[config.mk]
export PLATFORM = sky130hd
export DESIGN_NAME = itm_interval_timer
export DESIGN_NICKNAME = d
export VERILOG_FILES = /design/src/itm_pkg.sv /design/src/itm_prescaler.sv /design/src/itm_down_counter.sv /design/src/itm_interval_timer.sv
export SDC_FILE = /design/constraint.sdc
export NUM_CORES = 1
export LEC_CHECK = 0
export BUFFER_PORTS_ARGS = -buffer_cell sky130_fd_sc_hd__buf_2
export CORE_MARGIN = 2
export CORE_UTILIZATION = 55
export DETAILED_ROUTE_END_ITERATION = 6
export PLACE_DENSITY = 0.79
export SYNTH_ARGS = -nofsm -noshare
export SYNTH_HDL_FRONTEND = slang
export SYNTH_HIERARCHICAL = 1
export SYNTH_SLANG_ARGS = --single-unit
[constraint.sdc]
create_clock -name i_mclk -period 4.63 [get_ports i_mclk]
set_clock_uncertainty 0.1 [all_clocks]
set_input_delay 0.926 -clock i_mclk [delete_from_list [all_inputs] [get_ports i_mclk]]
set_output_delay 0.926 -clock i_mclk [all_outputs]
set_load 0.01 [all_outputs]
[src/itm_pkg.sv]
// shared constants, register map and decode helpers of the interval timer
package itm_pkg;
   localparam int ITM_ADDR_W = 6;
   localparam int ITM_CNT_W = 16;
   localparam int ITM_PRE_W = 4;

   localparam logic [5:0] ITM_OFS_CTRL = 6'h00;
   localparam logic [5:0] ITM_OFS_MOD = 6'h04;
   localparam logic [5:0] ITM_OFS_CNT = 6'h08;

   localparam int ITM_BIT_EN = 0;
   localparam int ITM_BIT_RLD = 1;
   localparam int ITM_BIT_FLAG = 2;
   localparam int ITM_BIT_IE = 3;
   localparam int ITM_BIT_OVW = 4;
   localparam int ITM_BIT_DBG = 5;
   localparam int ITM_PRE_LSB = 8;

   localparam logic [15:0] ITM_CTRL_RST = 16'h0000;
   localparam logic [15:0] ITM_MOD_RST = 16'hFFFF;
   localparam logic [15:0] ITM_CNT_RST = 16'hFFFF;
   localparam logic [15:0] ITM_PRESC_RST = 16'hFFFF;
   localparam logic [3:0] ITM_PRE_RST = 4'h0;

   typedef enum logic [1:0] {
      ITM_SEL_CTRL,
      ITM_SEL_MOD,
      ITM_SEL_CNT,
      ITM_SEL_NONE
   } itm_sel_e;

   typedef enum logic {
      ITM_ST_IDLE,
      ITM_ST_ANSWER
   } itm_apb_st_e;

   // word-aligned decode; anything else inside the space is reserved
   function automatic itm_sel_e itm_decode(input logic [ITM_ADDR_W-1:0] addr);
      itm_sel_e sel;
      sel = ITM_SEL_NONE;
      if (addr == ITM_OFS_CTRL) begin
         sel = ITM_SEL_CTRL;
      end else if (addr == ITM_OFS_MOD) begin
         sel = ITM_SEL_MOD;
      end else if (addr == ITM_OFS_CNT) begin
         sel = ITM_SEL_CNT;
      end
      return sel;
   endfunction

   // control and modulus are privileged, the count may be read by user code
   function automatic logic itm_supv_only(input itm_sel_e sel);
      return (sel == ITM_SEL_CTRL) || (sel == ITM_SEL_MOD);
   endfunction
endpackage

[src/itm_prescaler.sv]
// power-of-two prescaler producing counting ticks
`timescale 1ns/1ps
module itm_prescaler #(
   parameter int PRE_W = itm_pkg::ITM_PRE_W,
   parameter int DIV_W = 16
) (
   input wire logic i_mclk,
   input wire logic i_rst_b,
   input wire logic i_run,
   input wire logic i_clear,
   input wire logic [PRE_W-1:0] i_pre,
   output logic o_tick
);
   logic [DIV_W-1:0] presc_r;
   logic [DIV_W-1:0] mask;

   // low pre bits all zero marks the end of a 2**pre period
   function automatic logic [DIV_W-1:0] low_mask(input logic [PRE_W-1:0] pre);
      logic [DIV_W:0] one_hot;
      one_hot = '0;
      one_hot[pre] = 1'b1;
      return one_hot[DIV_W-1:0] - {{(DIV_W-1){1'b0}}, 1'b1};
   endfunction

   assign mask = low_mask(i_pre);
   assign o_tick = i_run && ((presc_r & mask) == '0);

   always_ff @(posedge i_mclk) begin
      if (!i_rst_b) begin
         presc_r <= itm_pkg::ITM_PRESC_RST;
      end else if (i_clear) begin
         presc_r <= itm_pkg::ITM_PRESC_RST;
      end else if (i_run) begin
         presc_r <= presc_r - {{(DIV_W-1){1'b0}}, 1'b1};
      end
   end
endmodule

[src/itm_down_counter.sv]
// 16-bit down counter with reload, rollover and immediate load
`timescale 1ns/1ps
module itm_down_counter #(
   parameter int CNT_W = itm_pkg::ITM_CNT_W
) (
   input wire logic i_mclk,
   input wire logic i_rst_b,
   input wire logic i_tick,
   input wire logic i_load,
   input wire logic [CNT_W-1:0] i_load_val,
   input wire logic i_reload_mode,
   input wire logic [CNT_W-1:0] i_modulus,
   output logic [CNT_W-1:0] o_count,
   output logic o_timeout,
   output logic o_reloaded
);
   logic [CNT_W-1:0] cnt_r;
   logic at_zero;

   assign at_zero = (cnt_r == '0);
   assign o_timeout = i_tick && at_zero && !i_load;
   assign o_reloaded = o_timeout && i_reload_mode;
   assign o_count = cnt_r;

   always_ff @(posedge i_mclk) begin
      if (!i_rst_b) begin
         cnt_r <= itm_pkg::ITM_CNT_RST;
      end else if (i_load) begin
         cnt_r <= i_load_val;
      end else if (i_tick) begin
         if (at_zero && i_reload_mode) begin
            cnt_r <= i_modulus;
         end else if (at_zero) begin
            cnt_r <= '1;
         end else begin
            cnt_r <= cnt_r - {{(CNT_W-1){1'b0}}, 1'b1};
         end
      end
   end
endmodule

[src/itm_interval_timer.sv]
// interval timer top: apb register slave, control state and counting core
`timescale 1ns/1ps

module itm_interval_timer #(
   parameter int CNT_W = itm_pkg::ITM_CNT_W,
   parameter int PRE_W = itm_pkg::ITM_PRE_W
) (
   input wire logic i_mclk,
   input wire logic i_rst_b,
   input wire logic i_psel,
   input wire logic i_penable,
   input wire logic i_pwrite,
   input wire logic [itm_pkg::ITM_ADDR_W-1:0] i_paddr,
   input wire logic [31:0] i_pwdata,
   input wire logic [3:0] i_pstrb,
   input wire logic [2:0] i_pprot,
   input wire logic i_debug_mode,
   output logic [31:0] o_prdata,
   output logic o_pready,
   output logic o_pslverr,
   output logic o_timeout_irq
);
   // apb slave state
   itm_pkg::itm_apb_st_e st_r;
   itm_pkg::itm_apb_st_e st_nxt;
   logic [31:0] prdata_r;
   logic [31:0] prdata_nxt;
   logic pslverr_r;
   logic pslverr_nxt;
   logic pready_r;
   logic irq_r;

   // control fields
   logic en_r;
   logic rld_r;
   logic flag_r;
   logic flag_nxt;
   logic ie_r;
   logic ovw_r;
   logic dbg_r;
   logic [PRE_W-1:0] pre_r;
   logic [CNT_W-1:0] mod_r;

   // decode and access qualification
   itm_pkg::itm_sel_e sel;
   logic user_mode;
   logic refused;
   logic access_start;
   logic access_done;
   logic wr_ok;
   logic wr_ctrl;
   logic wr_mod;
   logic [15:0] wdata16;
   logic [15:0] wmask16;
   logic [15:0] ctrl_view;

   // timing core
   logic frozen;
   logic run;
   logic tick;
   logic cnt_load;
   logic timeout;
   logic reloaded;
   logic pre_change;
   logic presc_clear;
   logic [PRE_W-1:0] pre_new;
   logic [CNT_W-1:0] count;
   logic [CNT_W-1:0] mod_new;

   // merge write data into a 16-bit field under the byte strobes
   function automatic logic [15:0] merge16(input logic [15:0] old_v,
                                           input logic [15:0] new_v,
                                           input logic [15:0] mask);
      return (old_v & ~mask) | (new_v & mask);
   endfunction

   assign sel = itm_pkg::itm_decode(i_paddr);
   assign user_mode = !i_pprot[0];
   assign refused = (sel == itm_pkg::ITM_SEL_NONE)
      || (user_mode && itm_pkg::itm_supv_only(sel));

   assign access_start = i_psel && i_penable && (st_r == itm_pkg::ITM_ST_IDLE);
   assign access_done = i_psel && i_penable && (st_r == itm_pkg::ITM_ST_ANSWER);

   // writes take effect only at the edge that completes the transfer
   assign wr_ok = access_done && i_pwrite && !pslverr_r;
   assign wr_ctrl = wr_ok && (sel == itm_pkg::ITM_SEL_CTRL);
   assign wr_mod = wr_ok && (sel == itm_pkg::ITM_SEL_MOD);

   assign wdata16 = i_pwdata[15:0];
   assign wmask16 = {{8{i_pstrb[1]}}, {8{i_pstrb[0]}}};

   assign ctrl_view = {
      4'h0,
      pre_r,
      2'b00,
      dbg_r,
      ovw_r,
      ie_r,
      flag_r,
      rld_r,
      en_r
   };

   // apb answer state machine: one wait state, then pready for one cycle
   always_comb begin
      st_nxt = st_r;
      unique case (st_r)
         itm_pkg::ITM_ST_IDLE: begin
            if (access_start) begin
               st_nxt = itm_pkg::ITM_ST_ANSWER;
            end
         end
         itm_pkg::ITM_ST_ANSWER: begin
            st_nxt = itm_pkg::ITM_ST_IDLE;
         end
      endcase
   end

   always_ff @(posedge i_mclk) begin
      if (!i_rst_b) begin
         st_r <= itm_pkg::ITM_ST_IDLE;
      end else begin
         st_r <= st_nxt;
      end
   end

   always_ff @(posedge i_mclk) begin
      if (!i_rst_b) begin
         pready_r <= 1'b0;
      end else begin
         pready_r <= (st_nxt == itm_pkg::ITM_ST_ANSWER);
      end
   end

   // read data and error are captured at the start of the access phase
   always_comb begin
      prdata_nxt = prdata_r;
      pslverr_nxt = pslverr_r;
      if (access_start) begin
         prdata_nxt = '0;
         pslverr_nxt = refused;
         if (!refused && !i_pwrite) begin
            unique case (sel)
               itm_pkg::ITM_SEL_CTRL: begin
                  prdata_nxt[15:0] = ctrl_view;
               end
               itm_pkg::ITM_SEL_MOD: begin
                  prdata_nxt[CNT_W-1:0] = mod_r;
               end
               itm_pkg::ITM_SEL_CNT: begin
                  prdata_nxt[CNT_W-1:0] = count;
               end
               itm_pkg::ITM_SEL_NONE: begin
                  prdata_nxt = '0;
               end
            endcase
         end
      end else if (access_done) begin
         prdata_nxt = '0;
         pslverr_nxt = 1'b0;
      end
   end

   always_ff @(posedge i_mclk) begin
      if (!i_rst_b) begin
         prdata_r <= '0;
         pslverr_r <= 1'b0;
      end else begin
         prdata_r <= prdata_nxt;
         pslverr_r <= pslverr_nxt;
      end
   end

   // control bits in the low byte
   always_ff @(posedge i_mclk) begin
      if (!i_rst_b) begin
         en_r <= itm_pkg::ITM_CTRL_RST[itm_pkg::ITM_BIT_EN];
         rld_r <= itm_pkg::ITM_CTRL_RST[itm_pkg::ITM_BIT_RLD];
         ie_r <= itm_pkg::ITM_CTRL_RST[itm_pkg::ITM_BIT_IE];
         ovw_r <= itm_pkg::ITM_CTRL_RST[itm_pkg::ITM_BIT_OVW];
         dbg_r <= itm_pkg::ITM_CTRL_RST[itm_pkg::ITM_BIT_DBG];
      end else if (wr_ctrl && i_pstrb[0]) begin
         en_r <= wdata16[itm_pkg::ITM_BIT_EN];
         rld_r <= wdata16[itm_pkg::ITM_BIT_RLD];
         ie_r <= wdata16[itm_pkg::ITM_BIT_IE];
         ovw_r <= wdata16[itm_pkg::ITM_BIT_OVW];
         dbg_r <= wdata16[itm_pkg::ITM_BIT_DBG];
      end
   end

   // prescale field in the high byte
   assign pre_new = wdata16[itm_pkg::ITM_PRE_LSB +: PRE_W];
   assign pre_change = wr_ctrl && i_pstrb[1] && (pre_new != pre_r);

   always_ff @(posedge i_mclk) begin
      if (!i_rst_b) begin
         pre_r <= itm_pkg::ITM_PRE_RST;
      end else if (wr_ctrl && i_pstrb[1]) begin
         pre_r <= pre_new;
      end
   end

   // timeout flag: hardware set wins over a software clear in the same cycle
   always_comb begin
      flag_nxt = flag_r;
      if (wr_ctrl && i_pstrb[0] && wdata16[itm_pkg::ITM_BIT_FLAG]) begin
         flag_nxt = 1'b0;
      end
      if (wr_mod) begin
         flag_nxt = 1'b0;
      end
      if (timeout) begin
         flag_nxt = 1'b1;
      end
   end

   always_ff @(posedge i_mclk) begin
      if (!i_rst_b) begin
         flag_r <= itm_pkg::ITM_CTRL_RST[itm_pkg::ITM_BIT_FLAG];
      end else begin
         flag_r <= flag_nxt;
      end
   end

   // modulus latch
   assign mod_new = merge16(mod_r, wdata16, wmask16);

   always_ff @(posedge i_mclk) begin
      if (!i_rst_b) begin
         mod_r <= itm_pkg::ITM_MOD_RST;
      end else if (wr_mod) begin
         mod_r <= mod_new;
      end
   end

   // interrupt request level
   always_ff @(posedge i_mclk) begin
      if (!i_rst_b) begin
         irq_r <= 1'b0;
      end else begin
         irq_r <= flag_nxt && ie_r;
      end
   end

   // counting is held while disabled or frozen by debug; state is kept
   assign frozen = i_debug_mode && dbg_r;
   assign run = en_r && !frozen;

   // immediate overwrite loads the counter even while stopped
   assign cnt_load = wr_mod && ovw_r;
   assign presc_clear = cnt_load || reloaded || pre_change;

   itm_prescaler #(
      .PRE_W(PRE_W),
      .DIV_W(CNT_W)
   ) u_prescaler (
      .i_mclk(i_mclk),
      .i_rst_b(i_rst_b),
      .i_run(run),
      .i_clear(presc_clear),
      .i_pre(pre_r),
      .o_tick(tick)
   );

   itm_down_counter #(
      .CNT_W(CNT_W)
   ) u_counter (
      .i_mclk(i_mclk),
      .i_rst_b(i_rst_b),
      .i_tick(tick),
      .i_load(cnt_load),
      .i_load_val(mod_new),
      .i_reload_mode(rld_r),
      .i_modulus(mod_r),
      .o_count(count),
      .o_timeout(timeout),
      .o_reloaded(reloaded)
   );

   assign o_prdata = prdata_r;
   assign o_pready = pready_r;
   assign o_pslverr = pslverr_r;
   assign o_timeout_irq = irq_r;
endmodule

Word level (Yosys, flattened, before mapping)
Index checks and enable logic that the tools add are counted.

Reductions and logical operators: 40. Add/sub/neg operators: 3. Equality and inequality tests: 6. Bitwise logic cells: 7. Mux-type cells: 20. $lt $le $gt $ge: 2.

Operator list (number): $mux 16 (5); $mux 32 (2); $pmux 16 s4 (1); $and 16x16->16 (3); $sub 16x1->16 const B (3); $logic_not 16->1 (2); $logic_and 1x1->1 (23); $not 16->16 (1); $or 16x16->16 (1); $mux 1 (8); $eq 6x3->1 const B (1); $eq 6x4->1 const B (1); $logic_not 1->1 (6); $logic_not 6->1 (1); $lt 4x6->1 const B (1); $demux 1 s4 (1); $eq 2x2->1 const B (2); $ge 4x1->1 const B (1); $logic_or 1x1->1 (4); $mux 2 (2); $ne 4x4->1 (1); $reduce_bool 2->1 (2); $eq 2x1->1 const B (1); $logic_not 2->1 (1); 3 further kinds (4).

Register bits: 93. Output and inout bits: 35. Input port bits: 51. Logic and storage cells: 92.

Logic depth before layout (Yosys ltp)
Gate-level depths: netlist (run 1).

Depth in word-level cells: 14. Gate-level depth with buffers: 19.

Hierarchy
Netlist (run 1), hierarchy kept.

By module, submodules not included: itm_interval_timer (instances 1, area each 2371.0 um^2, cells each 272); itm_down_counter (instances 1, area each 1342.5 um^2, cells each 164); itm_prescaler (instances 1, area each 1007.2 um^2, cells each 130).

Least setup slack after synthesis (run 1)
OpenSTA, ideal clock, no wires.

Path kind: register -> register. From: reg pre_r[1]. To: reg u_prescaler.presc_r[9]. Path buffers: 5. Library setup time: 0.135 ns. Arrival: 3.363 ns. Stages on the path, launching flop included: 20. Required time: 4.395 ns. Setup slack: 1.032 ns. Path through: dfxtp_1 clkbuf_1 inv_1 nand3_1 ha_1 buf_1 nor3b_1 a31oi_1 o32ai_1 a21oi_1 and4_1 clkbuf_1 nand2b_1 buf_1 nor2_1 a21oi_1 o21ai_0 nor2b_1 clkbuf_1 nand3_1.

Longest elaborated chain between the ends: 14. Elaborated cells on any way between the ends: 17.

Ends and longest elaborated chain: start, declared (line itm_interval_timer.sv:41) `logic [PRE_W-1:0] pre_r;`; start signal, assigned (line itm_interval_timer.sv:198) `pre_r <= itm_pkg::ITM_PRE_RST;`; start signal, assigned (line itm_interval_timer.sv:200) `pre_r <= pre_new;`; $lt 4x6->1 (not written as such) or $ge 4x1->1 (tied branches) (line itm_prescaler.sv:21) `one_hot[pre] = 1'b1;`; $logic_and 1x1->1 (not written as such) (line itm_prescaler.sv:21); $mux 1 (not written as such) (line itm_prescaler.sv:21); $demux 1 s4 (*); $sub 16x1->16 (*) (line itm_prescaler.sv:22) `return one_hot[DIV_W-1:0] - {{(DIV_W-1){1'b0}}, 1'b1};`; $and 16x16->16 (*) (line itm_prescaler.sv:26) `assign o_tick = i_run && ((presc_r & mask) == '0);`; $logic_not 16->1 (*) (line itm_prescaler.sv:26); $logic_and 1x1->1 (*) (line itm_prescaler.sv:26); named net tick (line itm_interval_timer.sv:60) `logic tick;`; $logic_and 1x1->1 (*) (2 in series) (line itm_down_counter.sv:21) `assign o_timeout = i_tick && at_zero && !i_load;`; $logic_and 1x1->1 (*) (line itm_down_counter.sv:22) `assign o_reloaded = o_timeout && i_reload_mode;`; named net reloaded (line itm_interval_timer.sv:63) `logic reloaded;`; $logic_or 1x1->1 (*) (2 in series) (line itm_interval_timer.sv:252) `assign presc_clear = cnt_load || reloaded || pre_change;`; named net presc_clear (line itm_interval_timer.sv:65) `logic presc_clear;`; $reduce_or 2->1 (no line) (*); end signal, assigned (line itm_prescaler.sv:30) `presc_r <= itm_pkg::ITM_PRESC_RST;`; end signal, assigned (line itm_prescaler.sv:32) `presc_r <= itm_pkg::ITM_PRESC_RST;`; end signal, assigned (line itm_prescaler.sv:34) `presc_r <= presc_r - {{(DIV_W-1){1'b0}}, 1'b1};`; end, declared (line itm_prescaler.sv:14) `logic [DIV_W-1:0] presc_r;`.

The timed path passes the listed nets; every way through them passes the cells marked *. A chain may end at the register's enable or synchronous reset.

Worst setup path after layout (run 1)
From: reg pre_r[2]. To: reg u_prescaler.presc_r[10].

The elaborated chain is that of the path after synthesis.

==> flow_summary_export.csv, run 1 <==
group,metric,value,unit
grt,global_route.overflow_total,0,
sta,timing.final.setup_violations,0,
yosys,ys_ff_latch,76,
layout,final_layout_size_suffix_gt1_share,16.86,%
critical_path,r2r_setup_slack,0.51,ns
layout,filler_cell_count,759,
grt,grt_pass1_wl,20090,µm
min_path,min_delay_worst_endpoint,"o_pslverr",
grt,antenna_found_initial,0,
yosys,synth.cell_area,0.004721,mm²
yosys,synth_warnings,6,
critical_path,crit_type,"flip-flop to flip-flop",
placement,final_estimated_routing_congestion_in_global_placement,0.9186,
sta,hold_violations,0,
critical_path,endpoint_kind,"flip-flop",
critical_path,r2r-start,"pre_r[2]",
route,postRouteAntennaNets,0,
route,avgViaCountPerCell,6.183,
yosys,syn-instance-count,566,
yosys,yosysUniqueCellTypes,70,
clock_tree,clock_tree.htree_level_count,3,
status,run_status,"finished, final reports clean",
sta,max_slew_margin,26.73,%
route,post-route-drc-count,0,
sta,max_clock_freq,242.7,MHz
yosys,synth_seq_area_share,32.23,%
layout,final_nets,649,
power,power_leakage,1.967,nW
clock_tree,post_cts_sizing_count,0,
clock_tree,cts_hold_buf,0,
sta,grt_setup_unrepaired,"no",
route,routed_wl,12160,µm
critical_path,worstRegToRegCells,15,
yosys,post_synth.cell_area_avg,8.341,µm²
clock_tree,post_cts.repair.setup_buffers,0,
floorplanning,die_y,96.65,µm
route,routed_vias,4353,
placement,dp_cells,688,
clock_tree,cts-root-to-sink-buffers,2,
critical_path,critPathRequiredTime,4.72,ns
clock_tree,clock_insertion_delay_worst_skew,0.36,ns
floorplanning,std_cell_rows,33,
clock_tree,tritoncts.num_buffers,9,
route,routedWlPerCell,17.27,µm
sta,setup_slack_of_the_critical_path_after_layout,0.5101,ns
sta,timing.final.crit_share,88.98,%
placement,dp_slack,0.5472,ns
sta,accumulated_negative_setup_slack,0,ns
clock_tree,clock_sinks,76,
layout,syn2layout_area_growth,7.819,%
placement,hpwl,8617,µm
sta,fin_crit,4.120,ns
floorplanning,initial_utilization,57.17,%
yosys,synth_enable_flop_cells,0,
grt,gr-usage-all-layers,25.73,%
grt,grt_start_max_net_pins,34,
layout,utilization,61.64,%
placement,io_buffers,49,
route,first_pass_iters,6,
min_path,hold_class,"flip-flop to flip-flop",
clock_tree,cts.root.buffer_cell,"clkbuf_8",
yosys,synth-main-ff-cell,"dfxtp_1",
critical_path,crit_arrival,4.21,ns
layout,final_cell_count_no_fill,704,
yosys,async_set_or_reset_flop_fraction_in_the_synthesized_netlist,0,%
critical_path,critPathLaunchType,"flip-flop",
critical_path,worst_r2r_endpoint,"u_prescaler/presc_r[10]",
route,drt_iter0_markers,279,
power,power_per_cell_area,247.4,mW/mm²
layout,antenna_cells,0,
sta,fin_worst_hold_slack,0.3751,ns
floorplanning,io_pins,86,
sta,drv_slew,0,
min_path,hold_path.startpoint,"o_pslverr",
sta,worst_tran_pin_value,1.095,ns
critical_path,crit_fanout,18,
min_path,worst_hold_path.num_cells,2,
floorplanning,core_area,0.008258,mm²
run,cap_viol_max_count,0,
clock_tree,cts_tree,"done",
clock_tree,worst_setup_hold_path_clk_slew,0.09,ns
floorplanning,fp.dieW,96.65,µm
grt,vias_in_the_first_global_route,4242,
floorplanning,dieArea,0.009340,mm²
power,vdd.ir_drop.worst,0.1634,mV
==> sequential cells by signal (all words and copies together), names as in the netlist <==
| signal | count |
|---|---|
| o_prdata | 16 |
| o_pslverr | 1 |
| rld_r | 1 |
| u_prescaler/presc_r | 15 |
| u_counter/o_count | 16 |
| en_r | 1 |
| ovw_r | 1 |
| mod_r | 16 |
| flag_r | 1 |
| o_pready | 1 |
| pre_r | 4 |
| o_timeout_irq | 1 |
| dbg_r | 1 |
| ie_r | 1 |
==> report_power, final <==
| group | switching (W) | internal (W) |
|---|---|---|
| combinational | 0.0000476 | 0.0000249 |
| clock | 0.000275 | 0.000256 |
| sequential | 0.000000826 | 0.000654 |
==> cells in the final DEF (no fill, tap or decap), types with 14 or more instances in the layout <==
cell	count
o21ai_0	41
nor3b_1	14
dfxtp_1	76
a21oi_1	24
o211ai_1	14
mux2_2	15
nand2_1	71
nor2_1	25
mux2i_1	29
conb_1	16
a221oi_1	16
inv_1	17
buf_2	49
==> final cells by class <==
cell class                      instances  area, µm²  area share [%]
Clock inverter                          7      81.33           1.598
Sequential cell                        76       1521           29.89
Inverter                               17      63.81           1.254
Multi-Input combinational cell        433       2863           56.24
Timing Repair Buffer                   57      305.3           5.998
Tap cell                              105      131.4           2.581
Clock buffer                            9      123.9           2.434
==> cells by family (layout without fill, tap and decap cells) <==
| kind of cell | count (synthesis) | in the layout | synth area share, % |
|---|---|---|---|
| buffers and inverters | 72 | 90 | 8.455 |
| adder cells (fa/ha/maj) | 4 | 4 | 1.060 |
| multiplexers | 44 | 44 | 9.727 |
| AO/OA/AOI/OAI | 152 | 152 | 22.03 |
| XOR/XNOR | 18 | 18 | 3.499 |
| flip-flops | 76 | 76 | 32.23 |
| AND/OR/NAND/NOR | 199 | 199 | 22.93 |
| other | 1 | 16 | 0.07944 |
==> layer usage <==
| layer | GRT usage [%] | part of all wire, % | vias to the layer above |
|---|---|---|---|
| met5 | 0 | 0 | - |
| met4 | 9.209 | 1.6 | 0 |
| met3 | 4.986 | 5.7 | 18 |
| met2 | 44.82 | 50 | 151 |
| met1 | 31.57 | 42 | 2089 |
| li1 | - | - | 2095 |
==> synth_stat cells (4+ instances only) <==
cell type  number  area (µm²)
ha_1            4       50.05
nor3_1         11       55.05
and3_1          6       37.54
nor2b_1         4       25.02
buf_6           4       45.04
clkbuf_1       25       93.84
o21ai_1         4       20.02
a221oi_1       16       140.1
xor2_1         10       87.58
xnor2_1         7       61.31
and2_1          8       50.05
a31oi_1         5       31.28
o21ai_0        41       205.2
or3_1           6       37.54
nand3b_1        5       37.54
a21oi_1        24       120.1
dfxtp_1        76        1521
nand2b_1       11       68.82
nand3_1        11       55.05
buf_4          19       142.6
o211ai_1       14       105.1
nor3b_1        14       105.1
mux2i_1        29       290.3
mux2_2         15       168.9
nor4_1          7       43.79
nand2_1        71       266.5
nor2_1         25       93.84
or4_4           4       45.04
a21boi_0       11       82.58
inv_1          17       63.81
==> worst max-delay path, cell delays in order, from the launching register on <==
cell and delay (ns):
dfxtp_1 0.70, nor2_1 0.15, nand3_1 0.12, ha_1 0.43, nor3b_1 0.25, a31oi_1 0.07
o32ai_1 0.27, a21oi_1 0.07, and4_1 0.21, nand2b_1 0.08, buf_4 0.19, nor2_1 0.06
a21oi_1 0.15, o21ai_0 0.11, nor2b_1 0.76, o21ai_0 0.21
==> worst max-delay path by stage <==
stage / endpoint / from / cells after the start
2_1_floorplan: u_prescaler/presc_r[9] / pre_r[1] / 19
3_3_place_gp: u_prescaler/presc_r[2] / i_paddr[5] / 11
3_5_place_dp: u_prescaler/presc_r[10] / pre_r[2] / 15
4_1_cts: u_prescaler/presc_r[10] / pre_r[2] / 15
5_1_grt: u_prescaler/presc_r[10] / pre_r[2] / 15
6_report: u_prescaler/presc_r[10] / pre_r[2] / 15
==> stage by stage <==
| stage | cell area (µm²) | total power [W] |
|---|---|---|
| 3_3_place_gp | 4885 | 0.0007400 |
| 6_report | 5090 | 0.001259 |
| 5_1_grt | 5090 | 0.001303 |
| 4_1_cts | 5090 | 0.001267 |
| 3_5_place_dp | 4885 | 0.0007414 |
| 2_1_floorplan | 4777 | 0.0007240 |
Note: power is estimated with default switching activity, not from simulation.
==> run 2: changes to the inputs <==
==> constraint.sdc (replaced) <==
create_clock -name i_mclk -period 5 [get_ports i_mclk]
set_clock_uncertainty 0.1 [all_clocks]
set_input_delay 1 -clock i_mclk [delete_from_list [all_inputs] [get_ports i_mclk]]
set_output_delay 1 -clock i_mclk [all_outputs]
set_load 0.01 [all_outputs]
==> run 2 against run 1 <==
  * Clock power shrank 20%
  * Sequential share of layout area rose by 0.26 points
  * Largest power group unchanged
  * Wire length down 0.13%
  * Worst setup slack gained 0.32 ns
  * Via count rose by 0.39%
  * Non-clock buffer count shrank 1
  * Global-route usage grew 0.15 points
  * Die area did not move
==> flow_summary_export.csv, run 2 (same netlist as run 1, synthesis figures left out) <==
group,metric,value,unit
status,run_status,"finished, final reports clean",
layout,mostFrequentLayoutCell,"dfxtp_1",
critical_path,crit_arrival,4.23,ns
sta,drv_slew,0,
clock_tree,post_cts.repair.setup_buffers,0,
layout,final_cell_count_no_fill,702,
power,power_per_cell_area,217.6,mW/mm²
route,post-route-drc-count,0,
route,routedWlPerCell,17.29,µm
placement,hpwl,8531,µm
grt,gr-usage-all-layers,25.88,%
power,power_leakage,1.950,nW
grt,grt_pass1_wl,20180,µm
layout,mostFrequentLayoutCells,"dfxtp_1 (76), nand2_1 (71), buf_2 (49), o21ai_0 (41), mux2i_1 (29)",
route,drt_iter0_markers,248,
clock_tree,cts.root.buffer_cell,"clkbuf_8",
clock_tree,cts-root-to-sink-buffers,2,
clock_tree,tritoncts.num_buffers,9,
critical_path,crit_type,"flip-flop to flip-flop",
sta,hold_violations,0,
placement,postPlaceCellArea,0.004877,mm²
sta,worst_tran_pin_value,1.057,ns
sta,timing.final.setup_violations,0,
sta,timing.final.crit_share,83.32,%
layout,final_layout_size_suffix_gt1_share,16.25,%
grt,antenna_found_initial,0,
clock_tree,clock_tree.htree_level_count,3,
sta,max_slew_margin,29.27,%
placement,io_buffers,49,
route,routed_vias,4370,
route,postRouteAntennaNets,0,
power,total_power,0.001098,W
floorplanning,initial_utilization,57.17,%
floorplanning,core_area,0.008258,mm²
critical_path,crit_fanout,20,
power,vdd.ir_drop.worst,0.1318,mV
route,routed_wl,12140,µm
grt,vias_in_the_first_global_route,4244,
sta,accumulated_negative_setup_slack,0,ns
floorplanning,io_pins,86,
floorplanning,die_y,96.65,µm
min_path,hold_class,"flip-flop to flip-flop",
placement,dp_cells,687,
grt,grt_start_max_net_pins,34,
layout,antenna_cells,0,
clock_tree,post_cts_sizing_count,0,
run,cap_viol_max_count,0,
floorplanning,std_cell_rows,33,
critical_path,endpoint_kind,"flip-flop",
layout,final_area,0.005046,mm²
clock_tree,worst_setup_hold_path_clk_slew,0.08,ns
layout,final_nets,648,
route,first_pass_iters,5,
layout,syn2layout_area_growth,6.891,%
sta,grt_setup_unrepaired,"no",
floorplanning,fp.dieW,96.65,µm
sta,fin_crit,4.166,ns
critical_path,critPathRequiredTime,5.07,ns
floorplanning,dieArea,0.009340,mm²
clock_tree,cts_tree,"done",
sta,max_clock_freq,240.0,MHz
placement,final_estimated_routing_congestion_in_global_placement,0.9165,
critical_path,critPathLaunchType,"flip-flop",
clock_tree,clock_sinks,76,
clock_tree,cts_hold_buf,0,
grt,global_route.overflow_total,0,
clock_tree,clock_insertion_delay_worst_skew,0.34,ns
route,avgViaCountPerCell,6.225,
==> run 2: worst paths after layout <==
path | start | endpoint | slack (ns) | cells past startpoint
worst min-delay path | ie_r | ie_r | 0.37 | 2
worst max register to register | pre_r[3] | u_prescaler/presc_r[8] | 0.83 | 13
worst min register to register | ie_r | ie_r | 0.37 | 2
worst max-delay path | pre_r[3] | u_prescaler/presc_r[8] | 0.83 | 13
==> run 2: through the flow <==
stage                     setup slack (ns)  hold WS [ns]  util [%]
after floorplan                      1.399        0.3433         -
after global placement              0.9837        0.3556     59.06
after detailed placement            0.8818        0.3631     59.06
after CTS                           0.8506        0.3754     61.11
after global routing                0.3730        0.3976     61.11
final                               0.8340        0.3745     61.11
==> run 2: metal layers <==
layer	track usage (%)	vias up	share of wire, %
met4	8.342	0	1.4
li1	-	2100	-
met3	5.491	19	5.9
met2	45.46	162	50
met5	0	-	0
met1	31.52	2089	42
==> run 2: worst max-delay path, stage by stage, from the launching register on <==
cell and delay [ns]:
dfxtp_1 0.72, nor2_1 0.16, nand3_1 0.12, ha_1 0.44, nor3b_1 0.28, a31oi_1 0.07
o311a_1 0.31, and4_1 0.30, nand2b_1 0.15, nor2_1 0.05, a21oi_1 0.15, o21ai_0 0.11
nor2b_1 0.79, o21ai_0 0.21
==> run 2: final cells by class <==
type | instances | area (µm²)
Timing Repair Buffer | 56 | 297.8
Inverter | 17 | 63.81
Tap cell | 105 | 131.4
Fill cell | 733 | 3212
Clock inverter | 2 | 10.01
Sequential cell | 76 | 1521
Clock buffer | 13 | 158.9
Multi-Input combinational cell | 433 | 2863
==> run 2: power by group <==
group	internal, W	switching (W)
sequential	0.000606	0.000000777
clock	0.000204	0.000221
combinational	0.0000231	0.0000441
total	0.000833	0.000266
